--- config.mk ---
export PLATFORM = sky130hd
export DESIGN_NAME = estc_trigger_ctrl
export DESIGN_NICKNAME = d
export VERILOG_FILES = /design/src/common/estc_pkg.sv /design/src/logic/estc_pin_sync.sv /design/src/logic/estc_trigger_ctrl.sv
export VERILOG_INCLUDE_DIRS = /design/src /design/src/common
export SDC_FILE = /design/constraint.sdc
export NUM_CORES = 1
export LEC_CHECK = 0
export BUFFER_PORTS_ARGS = -buffer_cell sky130_fd_sc_hd__buf_2
export CAP_MARGIN = 10
export CELL_PAD_IN_SITES_DETAIL_PLACEMENT = 2
export CELL_PAD_IN_SITES_GLOBAL_PLACEMENT = 2
export CORE_MARGIN = 2
export CORE_UTILIZATION = 30
export CTS_BUF_LIST = sky130_fd_sc_hd__clkbuf_4
export DETAILED_ROUTE_END_ITERATION = 8
export PLACE_DENSITY_LB_ADDON = 0.1
export SETUP_SLACK_MARGIN = 0.15
export SYNTH_ARGS = -nofsm -noshare
export SYNTH_HDL_FRONTEND = slang
export SYNTH_SLANG_ARGS = --single-unit
export TNS_END_PERCENT = 30
--- constraint.sdc ---
create_clock -name pclk -period 3.3 [get_ports pclk]
set_clock_uncertainty 0.15 [all_clocks]
set_input_delay 0.165 -clock pclk [delete_from_list [all_inputs] [get_ports pclk]]
set_output_delay 0.165 -clock pclk [all_outputs]
set_load 0.005 [all_outputs]
--- src/common/estc_params.svh ---
`ifndef ESTC_PARAMS_SVH
`define ESTC_PARAMS_SVH

// register byte offsets on the apb bus
`define ESTC_CTRL_OFS 8'h00
`define ESTC_EXPO_OFS 8'h04
`define ESTC_PERIOD_OFS 8'h08
`define ESTC_TDUR_OFS 8'h0C
`define ESTC_CMD_OFS 8'h10
`define ESTC_STATUS_OFS 8'h14

// control register field positions
`define ESTC_CTRL_TRIG_EN 0
`define ESTC_CTRL_SRC_LSB 1
`define ESTC_CTRL_SRC_MSB 3
`define ESTC_CTRL_RISING 4
`define ESTC_CTRL_WIDTH 5
`define ESTC_CTRL_TMR_LEVEL 6
`define ESTC_CTRL_USER_BIT 7

// command register bits, write one to fire
`define ESTC_CMD_SW_TRIG 0
`define ESTC_CMD_ACQ_START 1
`define ESTC_CMD_ACQ_STOP 2

// status register field positions
`define ESTC_STAT_WAITING 0
`define ESTC_STAT_EXPOSING 1
`define ESTC_STAT_ACQ 2
`define ESTC_STAT_FRAMES_LSB 16

// timing: clock period and reset values of the time registers
`define ESTC_CLK_PERIOD_PS 5000
`define ESTC_EXPO_RST_NS 10000
`define ESTC_EXPO_RST_CYC ((`ESTC_EXPO_RST_NS * 1000 + `ESTC_CLK_PERIOD_PS - 1) / `ESTC_CLK_PERIOD_PS)
`define ESTC_PERIOD_RST_NS 100000
`define ESTC_PERIOD_RST_CYC ((`ESTC_PERIOD_RST_NS * 1000) / `ESTC_CLK_PERIOD_PS)
`define ESTC_TDUR_RST_NS 10000
`define ESTC_TDUR_RST_CYC ((`ESTC_TDUR_RST_NS * 1000 + `ESTC_CLK_PERIOD_PS - 1) / `ESTC_CLK_PERIOD_PS)

`endif

--- src/common/estc_pkg.sv ---
`default_nettype none

package estc_pkg;

  // trigger source selection
  typedef enum logic [2:0] {
    src_software,
    user_output_bit_source,
    grabber_link_trigger_source,
    timer_active_output_source,
    external_input_pin_source
  } estc_src_type;

  // exposure sequencer states
  typedef enum logic [1:0] {
    st_wait,
    st_timed,
    st_width
  } estc_state_type;

  // pin synchroniser state
  typedef struct packed {
    logic s1;
    logic s2;
    logic s3;
    logic level;
  } estc_sync_type;

  // whole state of the trigger controller
  typedef struct packed {
    estc_state_type st;
    logic acq;
    logic trig_en;
    estc_src_type src;
    logic rising;
    logic pulse_width_shutter;
    logic tmr_level;
    logic user_bit;
    logic [31:0] expo;
    logic [31:0] period;
    logic [31:0] tdur;
    logic [31:0] cnt;
    logic [31:0] fr_cnt;
    logic [15:0] frames;
    logic act_prev;
    logic sw_pend;
    logic pready;
    logic pslverr;
    logic [31:0] prdata;
    logic expo_out;
    logic start_pulse;
    logic waiting;
  } estc_regs_type;

endpackage : estc_pkg

`default_nettype wire

--- src/logic/estc_pin_sync.sv ---
`timescale 1ns/1ps
`default_nettype none

// three-stage synchroniser; a new level is accepted only when stages two and three agree
module estc_pin_sync (
  // clock and reset
  input wire logic pclk,
  input wire logic presetn,
  // asynchronous pin
  input wire logic pin_in,
  // filtered level in the pclk domain
  output logic level
);
  import estc_pkg::*;

  estc_sync_type r_q; // registered state
  estc_sync_type r_d; // next state

  ////////////////////////////////////////////////////////////////////////////////
  // next state: stage one feeds only stage two, never the filter
  always_comb begin
    r_d = r_q;
    r_d.s1 = pin_in;
    r_d.s2 = r_q.s1;
    r_d.s3 = r_q.s2;
    // a change counts once the last two stages agree, which masks one-cycle glitches
    if (r_q.s2 == r_q.s3) begin
      r_d.level = r_q.s3;
    end
  end

  ////////////////////////////////////////////////////////////////////////////////
  // state register
  always_ff @(posedge pclk or negedge presetn) begin
    if (!presetn) begin
      r_q <= '0;
    end else begin
      r_q <= r_d;
    end
  end

  assign level = r_q.level;

endmodule : estc_pin_sync

`default_nettype wire

--- src/logic/estc_trigger_ctrl.sv ---
// The APB register port and the placing of the registers were left to the implementer.
`timescale 1ns/1ps
`default_nettype none
`include "estc_params.svh"

// Overview of operation
// - trigger off: exposure uses programmed duration
// - trigger on: only selected source starts frames
// - polarity setting picks rising or falling edge
// - software source always uses programmed duration
// - link or line: timed, or signal bounds width
// - timer edge activation: timed, or timer duration in width mode
// - timer level activation: timed, or external line bounds width
// - user bit: timed, or set-to-clear span
// - waiting state: software command starts exposure
// - exposure start leaves waiting, ignores further events
// - re-enter waiting automatically when able again
// - software trigger outside waiting is dropped
// - link edge per polarity starts only when waiting
// - one frame per link trigger period
// - each software command while waiting yields one start event
// - trigger off: free-run from start to stop
module estc_trigger_ctrl (
  // clock and reset
  input wire logic pclk,
  input wire logic presetn,
  // apb slave
  input wire logic psel,
  input wire logic penable,
  input wire logic pwrite,
  input wire logic [7:0] paddr,
  input wire logic [31:0] pwdata,
  output logic [31:0] prdata,
  output logic pready,
  output logic pslverr,
  // trigger inputs
  input wire logic link_trigger_in,
  input wire logic external_input_pin_in,
  input wire logic timer_active_in,
  // exposure control outputs
  output logic exposure_active,
  output logic exposure_start,
  output logic waiting_for_trigger,
  output logic user_output_bit
);
  import estc_pkg::*;

  estc_regs_type r_q; // registered state
  estc_regs_type r_d; // next state
  logic link_lvl; // synchronised link trigger
  logic line_lvl; // synchronised external pin
  logic sel_lvl; // level of the selected source
  logic act_lvl; // selected level after polarity
  logic line_act; // external pin after polarity
  logic wr_fire; // write completes this edge
  logic start_ev; // raw start event
  logic start_ok; // start event accepted
  logic width_ctl; // exposure bounded by a signal
  logic tmr_edge_mode; // timer source with edge activation
  logic width_act; // level that holds a width exposure open
  logic [31:0] load_val; // duration for a timed exposure

  ////////////////////////////////////////////////////////////////////////////////
  // helpers

  // polarity applied to a level: active high when rising edges are chosen
  function automatic logic apply_pol(input logic lvl, input logic rising);
    apply_pol = rising ? lvl : !lvl;
  endfunction : apply_pol

  // duration never below one cycle, so a zero setting cannot hang the counter
  function automatic logic [31:0] at_least_one(input logic [31:0] v);
    at_least_one = (v == 32'h0) ? 32'h1 : v;
  endfunction : at_least_one

  ////////////////////////////////////////////////////////////////////////////////
  // pin synchronisers; the timer output is on pclk and needs none
  estc_pin_sync u_link_sync (
    .pclk(pclk),
    .presetn(presetn),
    .pin_in(link_trigger_in),
    .level(link_lvl)
  );

  estc_pin_sync u_line_sync (
    .pclk(pclk),
    .presetn(presetn),
    .pin_in(external_input_pin_in),
    .level(line_lvl)
  );

  ////////////////////////////////////////////////////////////////////////////////
  // source select and start qualification
  always_comb begin
    // pick the one selected source, others have no effect
    unique case (r_q.src)
      src_software: sel_lvl = 1'b0;
      user_output_bit_source: sel_lvl = r_q.user_bit;
      grabber_link_trigger_source: sel_lvl = link_lvl;
      timer_active_output_source: sel_lvl = timer_active_in;
      external_input_pin_source: sel_lvl = line_lvl;
      default: sel_lvl = 1'b0; // illegal codes select a low level, which reads active under falling polarity
    endcase
    act_lvl = apply_pol(sel_lvl, r_q.rising);
    line_act = apply_pol(line_lvl, r_q.rising);
    wr_fire = psel && penable && pwrite && r_q.pready;
    // raw event from free-run counter, software command or active edge
    if (!r_q.trig_en) begin
      start_ev = r_q.acq && (r_q.fr_cnt <= 32'h1);
    end else if (r_q.src == src_software) begin
      start_ev = r_q.acq && r_q.sw_pend;
    end else begin
      start_ev = r_q.acq && act_lvl && !r_q.act_prev;
    end
    // events outside the waiting state are dropped, not queued
    start_ok = start_ev && (r_q.st == st_wait);
    tmr_edge_mode = (r_q.src == timer_active_output_source) && !r_q.tmr_level;
    // software always timed; timer edge mode is timed, by the timer duration in width mode
    width_ctl = r_q.trig_en && r_q.pulse_width_shutter && (r_q.src != src_software)
                && !tmr_edge_mode;
    // timer level mode follows the external pin, all others their own source
    width_act = (r_q.src == timer_active_output_source) ? line_act : act_lvl;
    if (r_q.trig_en && r_q.pulse_width_shutter && tmr_edge_mode) begin
      load_val = at_least_one(r_q.tdur);
    end else begin
      load_val = at_least_one(r_q.expo);
    end
  end

  ////////////////////////////////////////////////////////////////////////////////
  // next state: bus, free-run counter and exposure sequencer
  always_comb begin
    r_d = r_q;
    r_d.start_pulse = 1'b0;
    r_d.sw_pend = 1'b0;
    r_d.pready = 1'b0;
    r_d.pslverr = 1'b0;
    // access phase: answer one cycle after it begins, data latched with pready
    if (psel && penable && !r_q.pready) begin
      r_d.pready = 1'b1;
      r_d.prdata = 32'h0;
      unique case (paddr)
        `ESTC_CTRL_OFS: begin
          r_d.prdata[`ESTC_CTRL_TRIG_EN] = r_q.trig_en;
          r_d.prdata[`ESTC_CTRL_SRC_MSB:`ESTC_CTRL_SRC_LSB] = r_q.src;
          r_d.prdata[`ESTC_CTRL_RISING] = r_q.rising;
          r_d.prdata[`ESTC_CTRL_WIDTH] = r_q.pulse_width_shutter;
          r_d.prdata[`ESTC_CTRL_TMR_LEVEL] = r_q.tmr_level;
          r_d.prdata[`ESTC_CTRL_USER_BIT] = r_q.user_bit;
        end
        `ESTC_EXPO_OFS: r_d.prdata = r_q.expo;
        `ESTC_PERIOD_OFS: r_d.prdata = r_q.period;
        `ESTC_TDUR_OFS: r_d.prdata = r_q.tdur;
        `ESTC_CMD_OFS: r_d.prdata = 32'h0; // commands read as zero
        `ESTC_STATUS_OFS: begin
          r_d.prdata[`ESTC_STAT_WAITING] = r_q.waiting;
          r_d.prdata[`ESTC_STAT_EXPOSING] = r_q.expo_out;
          r_d.prdata[`ESTC_STAT_ACQ] = r_q.acq;
          r_d.prdata[`ESTC_STAT_FRAMES_LSB +: 16] = r_q.frames;
        end
        default: r_d.pslverr = 1'b1; // unmapped address
      endcase
    end
    // writes take effect on the edge that completes the transfer
    if (wr_fire) begin
      unique case (paddr)
        `ESTC_CTRL_OFS: begin
          // source and polarity land together; ordering is the caller's concern
          r_d.trig_en = pwdata[`ESTC_CTRL_TRIG_EN];
          r_d.src = estc_src_type'(pwdata[`ESTC_CTRL_SRC_MSB:`ESTC_CTRL_SRC_LSB]);
          r_d.rising = pwdata[`ESTC_CTRL_RISING];
          r_d.pulse_width_shutter = pwdata[`ESTC_CTRL_WIDTH];
          r_d.tmr_level = pwdata[`ESTC_CTRL_TMR_LEVEL];
          r_d.user_bit = pwdata[`ESTC_CTRL_USER_BIT];
        end
        `ESTC_EXPO_OFS: r_d.expo = pwdata;
        `ESTC_PERIOD_OFS: r_d.period = pwdata;
        `ESTC_TDUR_OFS: r_d.tdur = pwdata;
        `ESTC_CMD_OFS: begin
          r_d.sw_pend = pwdata[`ESTC_CMD_SW_TRIG];
          // stop wins over start; a running exposure still completes
          if (pwdata[`ESTC_CMD_ACQ_START]) begin
            r_d.acq = 1'b1;
          end
          if (pwdata[`ESTC_CMD_ACQ_STOP]) begin
            r_d.acq = 1'b0;
          end
        end
        default: ; // status is read only, unmapped writes dropped
      endcase
    end
    // edge history always follows, so edges seen while busy are lost
    r_d.act_prev = act_lvl;
    // free-run frame period counter, first frame right after start
    if (r_q.acq && !r_q.trig_en) begin
      r_d.fr_cnt = (r_q.fr_cnt <= 32'h1) ? at_least_one(r_q.period) : r_q.fr_cnt - 32'h1;
    end else begin
      r_d.fr_cnt = 32'h1;
    end
    // exposure sequencer
    unique case (r_q.st)
      st_wait: begin
        if (start_ok) begin
          r_d.start_pulse = 1'b1;
          r_d.frames = r_q.frames + 16'h1;
          if (width_ctl) begin
            r_d.st = st_width;
          end else begin
            r_d.st = st_timed;
            r_d.cnt = load_val;
          end
        end
      end
      st_timed: begin
        // rearm with no command once the programmed length has run
        if (r_q.cnt <= 32'h1) begin
          r_d.st = st_wait;
        end else begin
          r_d.cnt = r_q.cnt - 32'h1;
        end
      end
      st_width: begin
        // trailing edge of the controlling signal ends the exposure
        if (!width_act) begin
          r_d.st = st_wait;
        end
      end
    endcase
    r_d.expo_out = (r_d.st != st_wait);
    r_d.waiting = (r_d.st == st_wait) && r_d.acq;
  end

  ////////////////////////////////////////////////////////////////////////////////
  // state register
  always_ff @(posedge pclk or negedge presetn) begin
    if (!presetn) begin
      r_q <= '0;
      r_q.st <= st_wait;
      r_q.src <= src_software;
      r_q.rising <= 1'b1;
      r_q.expo <= 32'(`ESTC_EXPO_RST_CYC);
      r_q.period <= 32'(`ESTC_PERIOD_RST_CYC);
      r_q.tdur <= 32'(`ESTC_TDUR_RST_CYC);
      r_q.fr_cnt <= 32'h1;
    end else begin
      r_q <= r_d;
    end
  end

  // outputs straight from the state register
  assign prdata = r_q.prdata;
  assign pready = r_q.pready;
  assign pslverr = r_q.pslverr;
  assign exposure_active = r_q.expo_out;
  assign exposure_start = r_q.start_pulse;
  assign waiting_for_trigger = r_q.waiting;
  assign user_output_bit = r_q.user_bit;
endmodule : estc_trigger_ctrl

`default_nettype wire

==> out/qor.csv, run 1 <==
stage;metric;value;unit
sta;drv_slew;0;
global_routing;grt_max_degree;66;
routing;routedWlPerCell;25.1;um
floorplan;rows;73;
floorplan;start_util;30.5;%
cells_and_area;syn_to_final_growth;22.1;%
cells_and_area;drive_above_1_share;30.8;%
cells_and_area;final_cell_mix;dfrtp_1 (215), mux2_2 (111), clkbuf_4 (109), nand2_1 (104), buf_2 (84);
sta;relSlewSlack;52.4;%
yosys;synth_edf_count;0;
pwr;power;6230;uW
critical_path;worstSetupPathType;flop to flop;
yosys;syn_area;12100;sq um
yosys;synth_area_per_cell;10.6;sq um
sta;tightest_slew;0.711;ns
routing;viasPerCell;5.41;
yosys;netlist_top_cells_area;dfrtp_1 (44%), mux2_2 (10%), dfstp_2 (4.1%);
cells_and_area;final_common_cell;dfrtp_1;
clock_network;cts_buffers;74;
yosys;synthFlopType;dfrtp_1;
routing;first_pass_iters;5;
routing;vias;10300;
yosys;synth.distinct_cells;73;
global_routing;grt_pass1_vias;11200;
clock_network;clockBufferDepth;3;
floorplan;die-area;42000;sq um
critical_path;end_kind;flop;
routing;drc;0;
pwr;leakagePower;0.00658;uW
yosys;seq_area_frac_synth;48.6;%
sta;fin_crit;3.14;ns
global_routing;grt_use_total;23.4;%
placement;dp_hpwl;33900;um
critical_path;critPathLaunchType;flop;
clock_network;cts_tree;yes;
floorplan;ios;86;
sta;hold_viol;0;
sta;rsz0062_at_grt;yes;
yosys;synth_fp_nets;1200;
sta;finalSetupViolations;0;
global_routing;grt_pass1_wl;73100;um
cells_and_area;fin_nets;1375;
clock_network;cts.sinks;234;
job;maxCapViolations;0;
placement;gp_congestion;0.784;
floorplan;core_area;39700;sq um
placement;placedCellCount;1713;
yosys;ys.warnings.count;0;
yosys;synth_area_leader_cell;dfrtp_1;
critical_path;worstPathMaxFanout;9;
clock_network;clock_latency;0.76;ns
pwr;p_per_area;422;nW/um^2
routing;ant_nets;0;
global_routing;antenna_found_initial;2;
critical_path;critPathRequiredTime;3.77;ns
clock_network;post_cts_buffers;0;
pwr;peakVddDrop;0.148;mV
clock_network;htree_levels;3;
status;status;complete, no violations;
sta;max_clock_freq;318;MHz
floorplan;die_height;205;um
sta;fin_setup_tns;0;ns
yosys;synth_seq_cells;234;
yosys;syn_inst;1144;
routing;drt_wl_total;47700;um
floorplan;die_w;205;um
clock_network;root_buffer;clkbuf_4;
sta;finalCritPeriodShare;95.2;%
clock_network;cts.clk_slew.worst_paths;0.07;ns
critical_path;crit_arrival;3.61;ns
cells_and_area;fin_cells;1901;
sta;worst_slack;0.159;ns
routing;drt_iter0_markers;549;
placement;dp_slack;0.0469;ns
placement;portBuffers;85;
yosys;async_flop_share;100;%
yosys;synth_top_area_share;44.5;%
global_routing;gr-total-overflow;0;
min_path;hp-class;input port to flop;
power by group:
part           internal [uW]  total, uW  switching [uW]
clock network           1660       3090            1420
registers               2880       2900            13.1
logic                   96.8        245             148
total                   4640       6230            1580
per-stage QoR:
step / util [%] / hold WS (ns) / area, sq um
after floorplan: - / -0.281 / 12100
after global placement: 33.3 / -0.0132 / 13200
after detailed placement: 33.3 / -0.0148 / 13200
after CTS: 37.1 / 0.00461 / 14700
after global routing: 37.2 / 0.0409 / 14800
final: 37.2 / 0.0684 / 14800
critical path, stage by stage, from the launching register on:
cell	delay, ns
dfrtp_1	0.42
or4_4	0.57
or4_4	0.58
or4_4	0.62
nand2_4	0.14
o211ai_4	0.09
and2_0	0.17
mux2_4	0.25
cell families after synthesis:
logic type | count (synthesis) | synth area share, %
compound gates | 270 | 15.6
flops | 234 | 48.6
xor+xnor | 47 | 3.40
fa+ha+maj | 10 | 0.993
simple gates | 337 | 14.1
buf+inv | 117 | 4.90
mux | 129 | 12.5
sequential cells by signal, indices dropped and copies added (netlist names):
name / flops
r_q: 188
prdata: 32
u_line_sync.r_d: 2
u_link_sync.r_d: 2
exposure_active: 1
exposure_start: 1
pready: 1
pslverr: 1
u_line_sync.level: 1
u_line_sync.r_q: 1
u_link_sync.level: 1
u_link_sync.r_q: 1
user_output_bit: 1
waiting_for_trigger: 1
worst paths after layout:
kind | startpoint | to | slack (ns) | depth (start not counted)
worst max-delay path | r_q[101]$_DFFE_PN0P_ | r_q[225]$_DFF_PN0_ | 0.16 | 7
worst max register to register | r_q[101]$_DFFE_PN0P_ | r_q[225]$_DFF_PN0_ | 0.16 | 7
worst min register to register | u_link_sync.r_d[2]$_DFF_PN0_ | u_link_sync.r_d[1]$_DFF_PN0_ | 0.20 | 0
max in group asynchronous | presetn | r_q[116]$_DFFE_PN0P_ | 2.11 | 4
worst min-delay path | pwdata[15] | r_q[134]$_DFFE_PN0P_ | 0.07 | 3
min in group asynchronous | presetn | r_q[129]$_DFFE_PN1P_ | 0.47 | 3
Yosys cell counts, drive strengths merged, types with 5 or more instances:
master,n
a211oi,15
a21oi,33
a221oi,23
a22o,23
a22oi,26
a31oi,17
a32oi,5
and2,7
and3,15
buf,53
clkbuf,45
dfrtp,215
dfstp,19
ha,8
inv,19
mux2,113
mux2i,10
mux4,6
nand2,106
nand2b,6
nand3,16
nand3b,5
nand4,21
nor2,65
nor2b,7
nor3,20
nor4,40
o21ai,75
o22a,13
o22ai,8
or3,5
or4,11
xnor2,38
xor2,9
final cells by class:
cell class,instances,area [sq um]
Antenna cell,1,2.50
Clock buffer,109,818
Clock inverter,23,139
Fill cell,4298,25000
Inverter,19,71.3
Multi-Input combinational cell,793,5700
Sequential cell,234,5880
Tap cell,525,657
Timing Repair Buffer,197,1510
per-layer routing:
| layer | GRT usage (%) | part of all wire [%] |
|---|---|---|
| met1 | 32.1 | 47 |
| met2 | 37.0 | 46 |
| met3 | 4.52 | 4.8 |
| met4 | 7.82 | 2.4 |
| met5 | 0 | 0 |
what timing repair did:
item	4_1_cts	5_1_grt
hold endpoints to repair	378	0
resized for setup	1	4
hold buffers	55	0
pin swaps	0	0
setup endpoints to repair	33	52
cloned	0	0
Power figures use the tool's default switching activity.
==> run 2: changes to the inputs <==
--- a/config.mk
+++ b/config.mk
@@ -18,5 +18,6 @@
 export SETUP_SLACK_MARGIN = 0.15
 export SYNTH_ARGS = -nofsm -noshare
 export SYNTH_HDL_FRONTEND = slang
+export SYNTH_HIERARCHICAL = 1
 export SYNTH_SLANG_ARGS = --single-unit
 export TNS_END_PERCENT = 30
==> out/qor.csv, run 2 <==
stage;metric;value;unit;change
critical_path;path_cells;dlygate4sd3_1, buf_2, or4_1, dlygate4sd3_1, nor2_1, nand2_1, nor4_4, a21oi_1, a21oi_1, dlygate4sd3_1, nor2b_1;;
yosys;seq_area_frac_synth;48.8;%;+0.25 points
pwr;leakagePower;0.00666;uW;+1.2%
sta;rsz0062_at_grt;no;;
critical_path;cp_slowest_cell;dlygate4sd3_1;;
yosys;synth_area_per_cell;10.5;sq um;-1.2%
yosys;netlist_top_cells_area;dfrtp_1 (45%), mux2_2 (11%), dfstp_2 (4.1%);;
job;maxCapViolations;0;;unchanged
critical_path;crit_arrival;3.52;ns;-0.09 ns
clock_network;clock_latency;0.79;ns;+0.03 ns
floorplan;core_area;39600;sq um;-0.23%
cells_and_area;final_common_cell;dfrtp_1;;
routing;drt-met1-wl;22300;um;-0.23%
pwr;intPower;4870;uW;+4.9%
clock_network;cts.sinks;234;;unchanged
cells_and_area;final_cell_mix;dfrtp_1 (215), mux2_2 (113), clkbuf_4 (107), nand2_1 (93);;
global_routing;grt_max_degree;74;;+12%
floorplan;rows;73;;unchanged
cells_and_area;fin_cells;1921;;+1.1%
critical_path;end_kind;flop;;
placement;gp_congestion;0.789;;+0.64%
floorplan;ios;86;;unchanged
min_path;holdPathStages;3;;unchanged
routing;routedWlPerCell;24.9;um;-0.93%
routing;drt_iter0_markers;528;;-3.8%
critical_path;ff2ff_path_depth;8;;+1
cells_and_area;drive_above_1_share;30.6;%;-0.23 points
floorplan;die_w;204;um;-0.25%
yosys;synth_seq_cells;234;;unchanged
pwr;power;7080;uW;+14%
critical_path;path_depth;11;;+4
cells_and_area;largest_reg_flops;188;;unchanged
yosys;async_flop_share;100;%;unchanged
routing;viasPerCell;5.38;;-0.59%
pwr;switchingPower;2210;uW;+40%
sta;drv_slew;0;;unchanged
critical_path;path_buf_inv;4;;+4
routing;drt_wl_total;47800;um;+0.11%
min_path;hold_start;pwdata[16];;
placement;dp_hpwl;33300;um;-1.8%
yosys;synth_fp_nets;1208;;+0.67%
global_routing;grt_pass1_vias;11300;;+0.88%
clock_network;htree_levels;3;;unchanged
critical_path;critPathLaunchType;input port;;
global_routing;antenna_found_initial;1;;-1
sta;finalCritPeriodShare;91.1;%;-4.1 points
cells_and_area;fin_nets;1398;;+1.7%
yosys;synth_top_area_share;44.7;%;+0.23 points
routing;vias;10300;;+0.46%
yosys;ys_top_cells_by_count;dfrtp_1 (215), mux2_2 (113), nand2_1 (93);;
pwr;comb_power_share;14.9;%;+11 points
yosys;syn_inst;1152;;+0.70%
clock_network;cts.clk_slew.worst_paths;0.08;ns;about the same
routing;top_layer;met4;;
pwr;switching_share;31.2;%;+5.8 points
routing;dr_wl_met2;22300;um;+1.5%
clock_network;cts_buffers;73;;-1.4%
critical_path;critPathLaunch;paddr[6];;
sta;hold_viol;0;;unchanged
placement;portBuffers;85;;unchanged
sta;fin_crit;3.01;ns;-0.134 ns
pwr;clkPwrFrac;40.7;%;-8.9 points
critical_path;cpMostUsedCell;dlygate4sd3_1;;
critical_path;r2r_start;r_q[79]$_DFF_PN0_;;
sta;fin_setup_tns;0;ns;unchanged
floorplan;die-area;41700;sq um;-0.50%
critical_path;worstSetupPathType;input port to flop;;
critical_path;max_stage_delay;0.60;ns;-0.02 ns
cells_and_area;regMostFlops;r_q;;
routing;drc;0;;unchanged
pwr;peakVddDrop;0.215;mV;+46%
yosys;synthFlopType;dfrtp_1;;
placement;placedCellCount;1719;;+0.35%
cells_and_area;utilization;37.3;%;+0.15 points
critical_path;worstPathMaxFanout;4;;-5
clock_network;clockBufferDepth;3;;unchanged
cells_and_area;fillers;4351;;+1.2%
routing;first_pass_iters;4;;-1
routing;ant_nets;0;;unchanged
clock_network;root_buffer;clkbuf_4;;
pwr;p_per_area;479;nW/um^2;+14%
sta;finalSetupViolations;0;;unchanged
critical_path;path_delay_family;buffers and inverters;;
global_routing;grt_pass1_wl;72100;um;-1.3%
yosys;synth_area_leader_cell;dfrtp_1;;
sta;tightest_slew;0.913;ns;+0.202 ns
routing;met3_wirelength;1600;um;-30%
global_routing;gr-total-overflow;0;;unchanged
yosys;ys.warnings.count;6;;+6
cells_and_area;syn_to_final_growth;22.9;%;
yosys;syn_area;12000;sq um;-0.51%
pwr;seqPwrFrac;44.4;%;-2.1 points
floorplan;die_height;204;um;-0.25%
floorplan;start_util;30.4;%;-0.084 points
status;status;complete, no violations;;
min_path;hp-class;input port to flop;;
sta;max_clock_freq;333;MHz;+4.5%
clock_network;cts_tree;yes;;
critical_path;critPathRequiredTime;3.82;ns;+0.05 ns
yosys;yosysMostFrequentCell;dfrtp_1;;
global_routing;grt_use_total;23.4;%;about the same
yosys;synth.distinct_cells;69;;-5.5%
yosys;synth_edf_count;0;;unchanged
sta;relSlewSlack;39.1;%;-13 points
run 2: what timing repair did:
item	in CTS	in global routing
hold endpoints to repair	360	1
buffers inserted	0	2
resized for setup	0	5
hold buffers	69	1
setup endpoints to repair	0	27
run 2: worst paths after layout:
check | endpoint | slack (ns)
min reg2reg | u_line_sync/r_d[1]$_DFF_PN0_ | 0.20
max reg2reg | r_q[81]$_DFF_PN0_ | 0.39
min | r_q[135]$_DFFE_PN0P_ | 0.07
min in group asynchronous | r_q[55]$_DFF_PN1_ | 0.42
max in group asynchronous | r_q[218]$_DFFE_PN1P_ | 2.10
max | waiting_for_trigger$_DFF_PN0_ | 0.29
run 2: layout make-up:
| cell class | instances | area, sq um | area share (%) |
|---|---|---|---|
| repair buffers | 219 | 1700 | 11.5 |
| well taps | 525 | 657 | 4.44 |
| diodes | 1 | 2.50 | 0.0169 |
| clock buffers | 107 | 803 | 5.43 |
| inverters | 15 | 56.3 | 0.381 |
| multi-input cells | 799 | 5610 | 37.9 |
| flip-flops and latches | 234 | 5880 | 39.7 |
| clock inverters | 21 | 83.8 | 0.567 |
run 2: cells by family after synthesis:
logic type               Yosys count  share of synthesized area, %
buffers and inverters            119                          5.04
XOR/XNOR                          42                          3.06
flip-flops                       234                          48.8
AO/OA/AOI/OAI                    283                          15.7
multiplexers                     125                          12.2
AND/OR/NAND/NOR                  339                          14.2
adder cells (fa/ha/maj)           10                          1.02
run 2: worst min-delay path, stage by stage:
cell and delay, ns:
dlygate4sd3_1 0.52, buf_2 0.15, mux2_2 0.15
run 2: metal layers:
metal | vias to the layer above | track usage, %
met5 | - | 0
met4 | 0 | 9.14
met3 | 83 | 4.38
met2 | 196 | 37.2
met1 | 5392 | 31.6
li1 | 4656 | -
run 2: per-stage QoR:
stage	setup slack [ns]	instance area [sq um]	hold WS (ns)
after floorplan	0.574	12000	-0.281
after global placement	0.395	13100	0.0617
after detailed placement	0.274	13100	0.0772
after CTS	0.200	14700	0.000681
after global routing	0.200	14800	0.0215
final	0.293	14800	0.0726
run 2: power by group through the flow:
stage                     clock (uW)  sequential, uW  combinational, uW
after floorplan                    0            3140                554
after global placement             0            3190                967
after detailed placement           0            3190                983
after CTS                       3010            3140               1050
after global routing            3180            3160               1180
final                           2880            3140               1060
